## config.mk

```make
export PLATFORM = sky130hd
export DESIGN_NAME = mas_sequencer
export DESIGN_NICKNAME = d
export VERILOG_FILES = /design/src/rtl/mas_pkg.sv /design/src/rtl/mas_result_check.sv /design/src/rtl/mas_sequencer.sv
export VERILOG_INCLUDE_DIRS = /design/src /design/src/rtl
export SDC_FILE = /design/constraint.sdc
export NUM_CORES = 1
export LEC_CHECK = 0
export BUFFER_PORTS_ARGS = -buffer_cell sky130_fd_sc_hd__buf_2
export CORE_AREA = 8 8 236 329
export CTS_BUF_LIST = sky130_fd_sc_hd__clkbuf_8 sky130_fd_sc_hd__clkbuf_16
export DETAILED_ROUTE_END_ITERATION = 6
export DIE_AREA = 0 0 244 337
export PLACE_DENSITY = 0.34
export SLEW_MARGIN = 5
export SYNTH_ARGS = -nofsm -noshare
export SYNTH_HDL_FRONTEND = slang
export SYNTH_SLANG_ARGS = --single-unit
```

## constraint.sdc

```tcl
create_clock -name clk_sys -period 6.35 [get_ports clk_sys]
set_clock_uncertainty 0.05 [all_clocks]
set_input_delay 0.635 -clock clk_sys [delete_from_list [all_inputs] [get_ports clk_sys]]
set_output_delay 0.635 -clock clk_sys [all_outputs]
set_load 0.005 [all_outputs]
```

## src/rtl/mas_regs.svh

```systemverilog
/*
 * Register offsets, field positions, reset values and timing figures of
 * the monitor sequencer. Assumes a single 100 MHz system clock.
 */
`ifndef MAS_REGS_SVH
`define MAS_REGS_SVH

// Register offsets
`define MAS_OFS_CFG 8'h00
`define MAS_OFS_FLAGS 8'h01
`define MAS_OFS_MASK 8'h03
`define MAS_OFS_PACE 8'h07
`define MAS_OFS_CHDIS 8'h08
`define MAS_OFS_TRIG 8'h09
`define MAS_OFS_REFMODE 8'h0B
`define MAS_OFS_BUSY 8'h0C
`define MAS_OFS_READ_LO 8'h20
`define MAS_OFS_READ_HI 8'h27
`define MAS_OFS_LIM_LO 8'h2A
`define MAS_OFS_LIM_HI 8'h39

// Field positions
`define MAS_CFG_START 0
`define MAS_CFG_INTEN 1
`define MAS_CFG_INTCLR 3
`define MAS_PACE_CONT 0
`define MAS_REF_EXT 0
`define MAS_MODE_HI 2
`define MAS_MODE_LO 1
`define MAS_BUSY_BIT 0

// Reset values
`define MAS_CFG_RST 8'h08

// Codes and slots
`define MAS_CODE_MAX 12'hFFF
`define MAS_LAST_SLOT 3'h7
`define MAS_TEMP_SLOT 3'h7

// Timing
`define MAS_CLK_MHZ 100
`define MAS_LP_PERIOD_MS 728

`endif

```

## src/rtl/mas_pkg.sv

```systemverilog
/*
 * Types shared by the monitor sequencer files.
 * Assumes nothing of its surroundings.
 */
`default_nettype none
package mas_pkg;

   typedef enum logic [1:0] {
      MAS_IDLE = 2'b00,
      MAS_PICK = 2'b01,
      MAS_WAIT = 2'b10,
      MAS_GAP = 2'b11
   } mas_st_e;

   // What the front-end is asked to measure
   typedef struct packed {
      logic temp;
      logic diff;
      logic [2:0] pos;
      logic [2:0] neg;
   } mas_sel_s;

   typedef struct packed {
      logic valid;
      mas_sel_s sel;
   } mas_slot_s;

   // Register port request
   typedef struct packed {
      logic wr;
      logic rd;
      logic [7:0] addr;
      logic [7:0] wdata;
   } mas_req_s;

   typedef struct packed {
      mas_st_e st;
      logic [2:0] slot;
      logic [7:0] cfg;
      logic [7:0] flags;
      logic [7:0] mask;
      logic [7:0] pace;
      logic [7:0] chdis;
      logic [7:0] refmode;
      logic [7:0][15:0] reads;
      logic [15:0][7:0] lims;
      logic [31:0] tmr;
      logic trig_pend;
      logic req;
      mas_sel_s sel;
      logic [15:0] rdata;
      logic irq;
   } mas_state_s;

endpackage
`default_nettype wire

```

## src/rtl/mas_result_check.sv

```systemverilog
/*
 * Turns one front-end sample into a reading word and checks a voltage against
 * its limit pair, a temperature against its high limit only. Purely combinational; the caller registers the outputs.
 */
`include "mas_regs.svh"
`default_nettype none
module mas_result_check #(
   parameter int RAW_W = 14
) (
   // Sample
   input wire logic is_temp,
   input wire logic signed [RAW_W-1:0] raw,
   input wire logic [8:0] temp,
   // Limits
   input wire logic [7:0] lim_hi,
   input wire logic [7:0] lim_lo,
   // Result
   output logic [15:0] code,
   output logic viol
);
   logic [11:0] vcode;

   always_comb begin
      if (raw < 0) begin
         vcode = 12'h000;
      end else if (raw > $signed({{(RAW_W-12){1'b0}}, `MAS_CODE_MAX})) begin
         vcode = `MAS_CODE_MAX;
      end else begin
         vcode = raw[11:0];
      end
      if (is_temp) begin
         code = {{7{temp[8]}}, temp};
         viol = $signed(temp) > $signed({lim_hi, 1'b0});
      end else begin
         code = {4'h0, vcode};
         viol = (vcode[11:4] > lim_hi) || (vcode[11:4] < lim_lo);
      end
   end
endmodule
`default_nettype wire

```

## src/rtl/mas_sequencer.sv

```systemverilog
/*
 * Measurement sequencer, register file, limit checks and alert pin of an
 * eight-input monitor converter. Assumes a serial-bus slave outside that
 * presents single register reads and writes, and an analog front-end that
 * answers each conversion request with a done pulse and its sample.
 */
`include "mas_regs.svh"
`default_nettype none
// Summary of operation
// - Voltage inputs give 12-bit unsigned codes, 0.625 mV per step internally.
// - Temperature is a 9-bit two's complement word, 0.5 C per step.
// - After start, step through configured slots in fixed order, loop per pace.
// - Every voltage result is compared with its limit pair; temperature with its high limit only.
// - A limit violation sets the slot's bit in the event flags register.
// - Internal reference after reset; external only by writing reference register.
// - Input mode comes from bits 2:1 of the reference and mode register.
// - Four modes; mode 0 seven inputs plus temp, mode 1 eight, no temp.
// - Mode 2: 0-1, 3-2, 4-5, 7-6; mode 3: 0..3 then 4-5, 7-6.
// - At most eight single-ended or four differential channels per mode.
// - Voltage code equals input difference over reference times 4096.
// - Out-of-range inputs saturate at code 0 or 4095, never wrap.
// - Continuous, low-power and single-shot pacing are all offered.
// - Low-power converts all enabled slots once, idles, repeats each 728 ms.
// - Alert pin behaviour is set by software through the registers.
// - Bit 0 of the reference and mode register selects external reference.
// - Flags whose mask bit is set never drive the alert pin.
module mas_sequencer #(
   parameter int RAW_W = 14,
   parameter int unsigned LP_CYCLES = `MAS_LP_PERIOD_MS * 1000 * `MAS_CLK_MHZ
) (
   // Clock, reset, enable
   input wire logic clk_sys,
   input wire logic srst,
   input wire logic ce,
   // Register port
   input wire mas_pkg::mas_req_s reg_req,
   output logic [15:0] reg_rdata,
   // Front-end
   output logic conv_req,
   output mas_pkg::mas_sel_s conv_sel,
   output logic ref_ext,
   input wire logic conv_done,
   input wire logic signed [RAW_W-1:0] conv_raw,
   input wire logic [8:0] conv_temp,
   // Alert pin and busy flag
   output logic alert_n,
   output logic busy
);
   mas_pkg::mas_state_s q, d;
   logic [15:0] chk_code;
   logic chk_viol;
   logic [7:0] flag_set, flag_clr;
   logic [1:0] mode;
   logic pass_end;
   mas_pkg::mas_slot_s cur;

   function automatic mas_pkg::mas_slot_s map_slot(input logic [1:0] m, input logic [2:0] s);
      mas_pkg::mas_slot_s r;
      r = '0;
      unique case (m)
         2'b00: begin
            r.valid = 1'b1;
            r.sel.temp = (s == `MAS_TEMP_SLOT);
            r.sel.pos = s;
         end
         2'b01: begin
            r.valid = 1'b1;
            r.sel.pos = s;
         end
         2'b10: begin
            r.valid = (s < 3'h4) || (s == `MAS_TEMP_SLOT);
            r.sel.temp = (s == `MAS_TEMP_SLOT);
            r.sel.diff = (s < 3'h4);
            unique case (s[1:0])
               2'b00: begin r.sel.pos = 3'h0; r.sel.neg = 3'h1; end
               2'b01: begin r.sel.pos = 3'h3; r.sel.neg = 3'h2; end
               2'b10: begin r.sel.pos = 3'h4; r.sel.neg = 3'h5; end
               2'b11: begin r.sel.pos = 3'h7; r.sel.neg = 3'h6; end
            endcase
            if (!r.sel.diff) begin
               r.sel.pos = 3'h0;
               r.sel.neg = 3'h0;
            end
         end
         2'b11: begin
            r.valid = (s != 3'h6);
            r.sel.temp = (s == `MAS_TEMP_SLOT);
            r.sel.diff = (s == 3'h4) || (s == 3'h5);
            r.sel.pos = (s == 3'h5) ? 3'h7 : ((s < 3'h5) ? s : 3'h0);
            r.sel.neg = (s == 3'h4) ? 3'h5 : ((s == 3'h5) ? 3'h6 : 3'h0);
         end
      endcase
      if (r.sel.temp) begin
         r.sel.pos = 3'h0;
      end
      return r;
   endfunction

   mas_result_check #(
      .RAW_W(RAW_W)
   ) u_check (
      .is_temp(q.sel.temp),
      .raw(conv_raw),
      .temp(conv_temp),
      .lim_hi(q.lims[{q.slot, 1'b0}]),
      .lim_lo(q.lims[{q.slot, 1'b1}]),
      .code(chk_code),
      .viol(chk_viol)
   );

   always_comb begin
      d = q;
      d.req = 1'b0;
      mode = q.refmode[`MAS_MODE_HI:`MAS_MODE_LO];
      cur = map_slot(mode, q.slot);
      flag_set = 8'h00;
      flag_clr = 8'h00;
      pass_end = 1'b0;
      if (q.st != mas_pkg::MAS_IDLE) begin
         d.tmr = q.tmr + 32'h1;
      end

      // Register writes
      if (reg_req.wr) begin
         if (reg_req.addr == `MAS_OFS_CFG) begin
            d.cfg = reg_req.wdata;
         end
         if (reg_req.addr == `MAS_OFS_MASK) begin
            d.mask = reg_req.wdata;
         end
         if (reg_req.addr == `MAS_OFS_PACE) begin
            d.pace = reg_req.wdata;
         end
         if (reg_req.addr == `MAS_OFS_CHDIS) begin
            d.chdis = reg_req.wdata;
         end
         if (reg_req.addr == `MAS_OFS_TRIG && !q.cfg[`MAS_CFG_START]) begin
            d.trig_pend = 1'b1;
         end
         if (reg_req.addr == `MAS_OFS_REFMODE) begin
            d.refmode = reg_req.wdata;
         end
         if (reg_req.addr >= `MAS_OFS_LIM_LO && reg_req.addr <= `MAS_OFS_LIM_HI) begin
            d.lims[4'(reg_req.addr - `MAS_OFS_LIM_LO)] = reg_req.wdata;
         end
      end

      // Register reads, one cycle latency
      if (reg_req.rd) begin
         d.rdata = 16'h0000;
         if (reg_req.addr == `MAS_OFS_CFG) begin
            d.rdata = {8'h00, q.cfg};
         end
         if (reg_req.addr == `MAS_OFS_FLAGS) begin
            d.rdata = {8'h00, q.flags};
            flag_clr = q.flags;
         end
         if (reg_req.addr == `MAS_OFS_MASK) begin
            d.rdata = {8'h00, q.mask};
         end
         if (reg_req.addr == `MAS_OFS_PACE) begin
            d.rdata = {8'h00, q.pace};
         end
         if (reg_req.addr == `MAS_OFS_CHDIS) begin
            d.rdata = {8'h00, q.chdis};
         end
         if (reg_req.addr == `MAS_OFS_REFMODE) begin
            d.rdata = {8'h00, q.refmode};
         end
         if (reg_req.addr == `MAS_OFS_BUSY) begin
            d.rdata[`MAS_BUSY_BIT] = (q.st != mas_pkg::MAS_IDLE);
         end
         if (reg_req.addr >= `MAS_OFS_READ_LO && reg_req.addr <= `MAS_OFS_READ_HI) begin
            d.rdata = q.reads[reg_req.addr[2:0]];
         end
         if (reg_req.addr >= `MAS_OFS_LIM_LO && reg_req.addr <= `MAS_OFS_LIM_HI) begin
            d.rdata = {8'h00, q.lims[4'(reg_req.addr - `MAS_OFS_LIM_LO)]};
         end
      end

      unique case (q.st)
         mas_pkg::MAS_IDLE: begin
            if (q.cfg[`MAS_CFG_START] || q.trig_pend) begin
               d.trig_pend = 1'b0;
               d.slot = 3'h0;
               d.tmr = 32'h0;
               d.st = mas_pkg::MAS_PICK;
            end
         end
         mas_pkg::MAS_PICK: begin
            if (cur.valid && !q.chdis[q.slot]) begin
               d.req = 1'b1;
               d.sel = cur.sel;
               d.st = mas_pkg::MAS_WAIT;
            end else if (q.slot == `MAS_LAST_SLOT) begin
               pass_end = 1'b1;
            end else begin
               d.slot = q.slot + 3'h1;
            end
         end
         mas_pkg::MAS_WAIT: begin
            if (conv_done) begin
               d.reads[q.slot] = chk_code;
               flag_set[q.slot] = chk_viol;
               if (q.slot == `MAS_LAST_SLOT) begin
                  pass_end = 1'b1;
               end else begin
                  d.slot = q.slot + 3'h1;
                  d.st = mas_pkg::MAS_PICK;
               end
            end
         end
         mas_pkg::MAS_GAP: begin
            if (!q.cfg[`MAS_CFG_START]) begin
               d.st = mas_pkg::MAS_IDLE;
            end else if (q.tmr >= 32'(LP_CYCLES - 1)) begin
               d.tmr = 32'h0;
               d.slot = 3'h0;
               d.st = mas_pkg::MAS_PICK;
            end
         end
      endcase

      if (pass_end) begin
         d.slot = 3'h0;
         if (!q.cfg[`MAS_CFG_START]) begin
            d.st = mas_pkg::MAS_IDLE;
         end else if (q.pace[`MAS_PACE_CONT]) begin
            d.tmr = 32'h0;
            d.st = mas_pkg::MAS_PICK;
         end else begin
            d.st = mas_pkg::MAS_GAP;
         end
      end

      // Set wins over read-clear
      d.flags = (q.flags & ~flag_clr) | flag_set;
      // enable and clear bits steer the pin
      // masked flags held off the pin
      d.irq = d.cfg[`MAS_CFG_INTEN] && !d.cfg[`MAS_CFG_INTCLR] && |(d.flags & ~d.mask);
   end

   always_ff @(posedge clk_sys) begin
      if (srst) begin
         q <= '0;
         q.refmode <= 8'h00;
         q.cfg <= `MAS_CFG_RST;
      end else if (ce) begin
         q <= d;
      end
   end

   assign reg_rdata = q.rdata;
   assign conv_req = q.req;
   assign conv_sel = q.sel;
   assign ref_ext = q.refmode[`MAS_REF_EXT];
   assign alert_n = !q.irq;
   assign busy = (q.st != mas_pkg::MAS_IDLE);

   chk_sat_low: assert property (@(posedge clk_sys) disable iff (srst)
      ce && q.st == mas_pkg::MAS_WAIT && conv_done && !q.sel.temp && conv_raw < 0
      |=> q.reads[$past(q.slot)] == 16'h0000)
      else $error("negative input did not clamp to zero");

   chk_sat_high: assert property (@(posedge clk_sys) disable iff (srst)
      ce && q.st == mas_pkg::MAS_WAIT && conv_done && !q.sel.temp
      && conv_raw > $signed(RAW_W'(`MAS_CODE_MAX))
      |=> q.reads[$past(q.slot)] == 16'h0FFF)
      else $error("large input did not clamp to full scale");

   chk_flag_sticky: assert property (@(posedge clk_sys) disable iff (srst)
      ce && !(reg_req.rd && reg_req.addr == `MAS_OFS_FLAGS)
      |=> (q.flags & $past(q.flags)) == $past(q.flags))
      else $error("event flag dropped without a read");

   chk_flag_set: assert property (@(posedge clk_sys) disable iff (srst)
      ce && q.st == mas_pkg::MAS_WAIT && conv_done && chk_viol
      |=> q.flags[$past(q.slot)])
      else $error("violation did not set its flag");

   chk_alert_mask: assert property (@(posedge clk_sys) disable iff (srst)
      !alert_n |-> (q.flags & ~q.mask) != 8'h00 && q.cfg[`MAS_CFG_INTEN])
      else $error("alert pin driven by masked or disabled flags");

   chk_ref_reset: assert property (@(posedge clk_sys)
      srst |=> !ref_ext)
      else $error("external reference selected after reset");

   chk_mode1_temp: assert property (@(posedge clk_sys) disable iff (srst)
      conv_req && mode == 2'b01 |-> !conv_sel.temp && !conv_sel.diff)
      else $error("mode 1 asked for temperature or a pair");

   chk_mode2_pair: assert property (@(posedge clk_sys) disable iff (srst)
      conv_req && mode == 2'b10 && q.slot == 3'h1
      |-> conv_sel.diff && conv_sel.pos == 3'h3 && conv_sel.neg == 3'h2)
      else $error("mode 2 second pair not 3 minus 2");

   chk_skip_disabled: assert property (@(posedge clk_sys) disable iff (srst)
      conv_req |-> !q.chdis[q.slot] && q.st == mas_pkg::MAS_WAIT)
      else $error("disabled slot was converted");

   chk_idle_quiet: assert property (@(posedge clk_sys) disable iff (srst)
      ce && q.st == mas_pkg::MAS_IDLE && !q.cfg[`MAS_CFG_START] && !q.trig_pend
      |=> !conv_req [*2])
      else $error("conversion requested while stopped");
endmodule
`default_nettype wire

```

Word level (Yosys, flattened, before mapping)
Cells that the tools add are included.

Bits of input ports: 45. Register bits after elaboration: 368. Logic and storage cells: 217. Output and inout port bits: 28.

Reductions and logical operators: 34. Bitwise operators: 6. Equality and inequality tests: 29. Magnitude comparators: 19. Multiplexer cells: 84. $add $sub $neg: 3.

Operators by type and width (count): $bwmux W128 (2); $mux W32 (7); $mux W16 (10); $mux W8 (13); $pmux W32 S2 (1); $bmux W16 S3 (1); $bmux W8 S3 (2); $demux W16 S3 (1); $mux W33 (1); $add A32 B1 Y32 const B (1); $bmux W8 S4 (1); $demux W8 S4 (1); $eq A8 B4 Y1 const B (4); $ge A32 B27 Y1 const B (1); $ne A3 B3 Y1 const B (9); $mux W5 (5); $and A8 B8 Y8 (3); $mux W12 (2); $mux W3 (8); $pmux W6 S4 (1); $reduce_and A3 Y1 (7); $pmux W5 S4 (1); $mux W9 (2); $ge A8 B6 Y1 const B (2); other kinds (44) (89).

Logic depth before layout (Yosys ltp)
Gate-level depths: netlist of run 1.

Word-level depth: 13. Gate-level depth with buffers: 15. Mapped depth without buffers: 12.

Hierarchy
Synthesis of run 1 repeated with hierarchy kept, for this count alone.

Cell total of the unflattened synthesis: 2144. Area total of the unflattened synthesis: 18635.4 um^2.

By module, submodules not included: mas_sequencer (seq. area each 7367.1 um^2, cells each 2022, area an instance 17805.8 um^2, instances 1); mas_result_check (seq. area each 0.0 um^2, cells each 122, area an instance 829.5 um^2, instances 1).

Worst setup path before layout of run 1
No wires, ideal clock.

Path type: register to register. Start point: register q[365] in the netlist's numbering. End point: register q[0] in the netlist's numbering. Slack: 2.831 ns. Clock period less this slack: 3.519 ns. Arrival time: 3.376 ns. Path buffers: 3. Data required time: 6.208 ns. Setup time: 0.092 ns. Cell stages (with the launch flop): 16. Cells stage by stage: dfxtp_1 buf_6 inv_1 clkbuf_1 nor3_1 clkbuf_1 a22oi_1 and4_1 ha_1 a211oi_1 o211ai_1 nor3_1 o31ai_1 a31oi_1 a32oi_1 o32ai_1.

Cells in the longest elaborated chain, start to end: 12. Elaborated cells between the ends (all ways): 21. Classes of those cells: 5 x order compare; 9 x mux; 3 x bitwise; 4 x reduce/logical.

RTL lines: start, declared (RTL line mas_sequencer.sv:49) `mas_pkg::mas_state_s q, d;`; $bmux W8 S3 (on tied branches) (RTL line mas_sequencer.sv:105, mas_sequencer.sv:106); $mux W8 (on tied branches) (RTL line mas_sequencer.sv:105, mas_sequencer.sv:106); $gt A8 B8 Y1 or $lt A8 B8 Y1 (tied branches) (RTL line mas_result_check.sv:36) `viol = (vcode[11:4] > lim_hi) || (vcode[11:4] < lim_lo);`; $logic_or A1 B1 Y1 (RTL line mas_result_check.sv:36); $mux W1 (RTL line mas_result_check.sv:31) `if (is_temp) begin`; $and A8 B8 Y8 (no source line) *; $mux W8 * (RTL line mas_sequencer.sv:202) `if (conv_done) begin`; $mux W8 * (RTL line mas_sequencer.sv:181) `unique case (q.st)`; $or A8 B8 Y8 * (RTL line mas_sequencer.sv:237) `d.flags = (q.flags & ~flag_clr) | flag_set;`; $and A8 B8 Y8 * (RTL line mas_sequencer.sv:240) `` d.irq = d.cfg[`MAS_CFG_INTEN] && !d.cfg[`MAS_CFG_INTCLR] && |(d.flags & ~d.mask); ``; $reduce_or A8 Y1 * (RTL line mas_sequencer.sv:240); $logic_and A1 B1 Y1 * (RTL line mas_sequencer.sv:240).

Every way passes the cells marked *; elsewhere a longest branch is shown, timed or not. The select of a mux whose other input is x is not followed. A chain may end at the register's enable or synchronous reset.

Worst setup path after layout of run 1
Ends and elaborated chain as after synthesis.

==> results of run 1 <==
-- state kept, by name (all words and copies together), names as in the netlist --
name	cells
conv_sel	8
reg_rdata	13
mode	2
q	316
conv_req	1
ref_ext	1
-- layout make-up --
type	instances	share of cell area [%]
multi-input cells	1401	48.5
flip-flops and latches	341	34.4
well taps	952	5.99
clock buffers	52	5.93
repair buffers	115	3.51
clock inverters	20	1.11
inverters	29	0.548
diodes	1	0.0126
-- metrics by stage --
stage	hold slack, ps	util (%)	std cells
global route	393	27.4	2910
finish	379	27.4	2911
floorplan	387	-	1943
CTS	351	27.4	2910
global placement	400	25.5	2838
detailed placement	397	25.5	2838
-- power by group --
| part | switching (mW) | total [mW] | internal (mW) | leakage (nW) |
|---|---|---|---|---|
| logic | 0.206 | 0.277 | 0.0708 | 3.73 |
| clock network | 1.02 | 2.49 | 1.47 | 0.715 |
| registers | 0.00180 | 2.14 | 2.14 | 2.75 |
| total | 1.22 | 4.91 | 3.68 | 7.19 |
-- synth_stat cells, types with 5 or more instances --
library cell / number
a221oi_1: 9
o21ai_0: 79
ha_1: 36
or2_2: 6
a31oi_1: 5
nand4_1: 25
dfxtp_1: 341
mux4_2: 68
nand2b_1: 7
a21oi_1: 101
o31ai_1: 10
inv_1: 28
a22oi_1: 88
clkbuf_1: 125
buf_2: 6
nand2_1: 178
a211oi_1: 104
and4_1: 15
nor2b_1: 9
buf_1: 14
mux2i_1: 131
o211ai_1: 13
nor3_1: 28
buf_4: 25
a21o_1: 9
mux2_2: 9
nor4_1: 11
or3_1: 17
nor2_1: 307
nand3_1: 55
and2_1: 10
and3_1: 18
-- cell families after synthesis --
kind of cell / count (synthesis) / synth area share [%]
and+or+nand+nor: 708 / 18.6
AOI/OAI and AO/OA: 447 / 17.1
DFF: 341 / 39.5
muxes: 209 / 17.1
buffers and inverters: 201 / 5.04
adders and majority gates: 36 / 2.60
xor gates and xnor gates: 1 / 0.0507
-- critical path, delay by kind of cell, from the launching register on --
kind / cells / cell delay, ps
compound gates: 7 / 1280
buf+inv: 3 / 880
fa+ha+maj: 1 / 290
flops: 1 / 660
simple gates: 3 / 970
-- routing by layer --
metal | track usage, % | up-vias
met1 | 18.7 | 7268
met3 | 2.66 | 112
met5 | 0 | -
met2 | 28.7 | 417
met4 | 7.17 | 2
li1 | - | 7062
-- final timing paths --
| path | end | slack [ps] | cells after the start |
|---|---|---|---|
| hold reg to reg | reg_rdata[7] | 400 | 2 |
| hold / removal | conv_sel[2] | 380 | 2 |
| setup reg to reg | q[0] | 2090 | 14 |
| setup / recovery | q[0] | 2090 | 14 |
==> out/metrics.yaml, run 1 <==
setup_path:
  crit_arrival_ps: 4680
  critPathLaunch: "q[365]"
  cp_max_fo: 11
  worstPathRequired_ps: 6760
  path_class: "flop to flop"
  cp-start-kind: "flop"
  critical_path.slowest_cell: "dfxtp_1"
  cpPeakStageDelay_ps: 660
  cp-end-kind: "flop"
  r2r_start: "q[365]"
  crit_path_cell_trace: "inv_1 > nor2_1 > buf_4 > a22oi_1 > and4_1 > ha_1 > nand4_1 > o21ai_0 > o221ai_1 > a31oi_1 > a31oi_1 > buf_4 > a32oi_1 > o32ai_1"
synthesis:
  synth_top_area_share_pct: 39.5
  synth_edf_count: 0
  synthFlopType: "dfxtp_1"
  synth_top_area_cell: "dfxtp_1"
  yosysUniqueCellTypes: 66
  synthTopCellsByArea: "dfxtp_1 39%, mux4_2 8.9%, mux2i_1 7.6%, nor2_1 6.7%, a211oi_1 4.5%"
  yosysSeqAreaShare_pct: 39.5
  syn_nets: 2024
  synthArstFlopShare_pct: 0
  syn_area_um2: 17300
  syn_inst: 1943
  yosys_warnings: 0
  synth-seq-cells: 341
  syn_avg_cell_area_um2: 8.90
finish:
  drive_above_1_share_pct: 14.4
  final_area_um2: 19900
  layout_common_cells: "341 x dfxtp_1, 307 x nor2_1, 178 x nand2_1"
  regArea_um2: 6830
  multi_input_area_um2: 9640
  layout_commonest_cell: "dfxtp_1"
  syn2layout_area_growth_pct: 14.9
  final_nets: 2010
  fillCellCount: 7719
sta:
  worst_slack_ps: 2090
  tightest_slew_ps: 1130
  finalCritPeriodShare_pct: 67.1
  hold_viol: 0
  setup_viol: 0
  tns_ps: 0
  clock.fmax_mhz: 235
  post-route-min-period_ps: 4260
  rsz0062_at_grt: "no"
  finalMaxSlewViolations: 0
  relSlewSlack_pct: 24.1
global_routing:
  grt_start_max_net_pins: 93
  grt_pass1_wl_mm: 100
  antenna_found_initial: 4
  grt_pass1_vias: 14800
  grtUsageTotal_pct: 16.1
  grt-ovfl-total: 0
run_status:
  outcome: "finished clean"
clocking:
  htreeDepth: 2
  cts_setup_buffers: 0
  clk_path_buf_depth: 3
  cts_inserted_buffers: 41
  cts_tree: "built"
  clk_pin_slew_worst_paths_ps: 60
  cts_resized: 0
  insertion_delay_ps: 580
  cts.sinks: 341
  ctsHoldBuffers: 0
  cts_root_buf: "clkbuf_16"
route:
  postRouteAntennaNets: 0
  met3WireLength_mm: 3.00
  wl_mm: 67.8
  vias: 14900
  dr.pass1.iters: 7
  highest_layer: "met5"
  vias_per_cell: 5.11
  drc: 0
  wl_per_cell_um: 23.3
  met1_length_mm: 27.6
  route.met2.wl_mm: 34.2
  initialDrtViolationCount: 1049
flow_run:
  drv_cap: 0
power_and_ir_drop:
  power_leakage_nw: 7.19
  power_per_cell_area_nw_per_um2: 247
  ir_worst_vdd_v: 0.000166
  total_power_mw: 4.91
min_path:
  hold_path_class: "input pin to flop"
  min_from: "srst"
floorplanning:
  die_y_um: 337
  die_x_um: 244
  core_area_um2: 72500
  rows: 117
  start_util_pct: 23.9
  pin_count: 73
  die_area_um2: 82200
placed_design:
  port_buffers: 72
  dp_hpwl_mm: 47.7
  finalWeightedCongestion: 0.791
  placed_area_um2: 18500
  post-place-ws_ps: 1450
Note: power is estimated with default switching activity, not from simulation.
==> inputs of run 2 (changes only) <==
- clock period: 6.35 -> 4.1 ns (I/O delays scaled with it)
==> out/metrics.yaml, run 2 (synthesis gave the netlist of run 1 again) <==
sta:
  tns_ps: 0
  rsz0062_at_grt: "no"
  clock.fmax_mhz: 264
  tightest_slew_ps: 1090
  hold_viol: 0
  post-route-min-period_ps: 3780
  finalCritPeriodShare_pct: 92.3
  relSlewSlack_pct: 27.5
  finalMaxSlewViolations: 0
  setup_viol: 0
global_routing:
  grt-ovfl-total: 0
  grt_pass1_wl_mm: 102
  grt_start_max_net_pins: 201
  grt_pass1_vias: 15200
  grtUsageTotal_pct: 16.4
  antenna_found_initial: 0
finish:
  syn2layout_area_growth_pct: 16.0
  final_area_um2: 20100
  layout.cells.non_filler: 2942
  final_nets: 2043
  drive_above_1_share_pct: 15.5
  largest_reg_flops: 316
  regMostFlops: "q"
  antenna-diode-count: 0
  layout_commonest_cell: "dfxtp_1"
  finish.utilization_pct: 27.7
  layout_common_cells: "341 x dfxtp_1, 307 x nor2_1, 178 x nand2_1"
setup_path:
  cp_max_fo: 9
  cp-end-kind: "flop"
  path_class: "flop to flop"
  worstPathRequired_ps: 4480
  cp-start-kind: "flop"
  rrSetupSlack_ps: 320
  crit_arrival_ps: 4170
clocking:
  cts_resized: 0
  htreeDepth: 2
  cts_setup_buffers: 0
  insertion_delay_ps: 580
  clk_pin_slew_worst_paths_ps: 60
  cts_tree: "built"
  cts_root_buf: "clkbuf_16"
  clk_path_buf_depth: 3
  ctsHoldBuffers: 0
  cts_inserted_buffers: 41
  cts.sinks: 341
route:
  wl_per_cell_um: 23.3
  initialDrtViolationCount: 950
  drc: 0
  vias: 14900
  postRouteAntennaNets: 0
  wl_mm: 68.6
  dr.pass1.iters: 5
  vias_per_cell: 5.06
power_and_ir_drop:
  ir_worst_vdd_v: 0.000202
  power_leakage_nw: 7.33
  power_per_cell_area_nw_per_um2: 372
floorplanning:
  core_area_um2: 72500
  die_y_um: 337
  die_x_um: 244
  rows: 117
  start_util_pct: 23.9
  die_area_um2: 82200
  pin_count: 73
placed_design:
  placedCellCount: 2871
  finalWeightedCongestion: 0.851
  dp_hpwl_mm: 48.6
  port_buffers: 72
  placed_area_um2: 18700
flow_run:
  drv_cap: 0
min_path:
  hold_path_class: "input pin to flop"
run_status:
  outcome: "finished clean"
## run 2: path summary, 6_finish.rpt
kind                     start  cells past startpoint           end
hold / removal            srst                      2        q[171]
hold reg to reg   reg_rdata[7]                      2  reg_rdata[7]
setup / recovery        q[363]                     14          q[0]
setup reg to reg        q[363]                     14          q[0]
## run 2: critical path: stages (launching register included)
cell,delay (ps)
dfxtp_1,520
nand2b_1,230
nor2_1,480
buf_4,290
buf_4,150
a22oi_1,80
and4_1,240
ha_1,300
nand4_1,100
o21ai_0,240
o221ai_1,160
a31oi_1,280
a31oi_2,150
a32oi_1,260
o32ai_1,110
## run 2: metal layers
metal	global-route usage (%)	share of wire (%)	up-vias	wire length, µm
met5	0	0	-	0
met4	7.27	4.5	0	3070
met3	2.11	3.4	108	2340
met2	29.6	51	342	34900
met1	19.2	41	7308	28300
li1	-	-	7135	-
## run 2: through the flow
step,power (mW),setup WS [ps],hold WS (ps)
6_report,7.47,316,80.6
5_1_grt,7.76,32.8,77.5
4_1_cts,7.64,138,48.5
3_5_place_dp,3.84,151,398
3_3_place_gp,3.84,307,401
2_1_floorplan,3.65,581,387
## run 2: area by class of cell
class | instances | area, µm²
Inverter | 29 | 109
Sequential cell | 341 | 6830
Clock buffer | 49 | 1140
Fill cell | 7803 | 52400
Timing Repair Buffer | 148 | 958
Tap cell | 952 | 1190
Multi-Input combinational cell | 1401 | 9640
Clock inverter | 22 | 201
## run 2: power by group
| part | switching (mW) | internal (mW) |
|---|---|---|
| clock | 1.56 | 2.15 |
| combinational | 0.322 | 0.115 |
| sequential | 0.00268 | 3.32 |
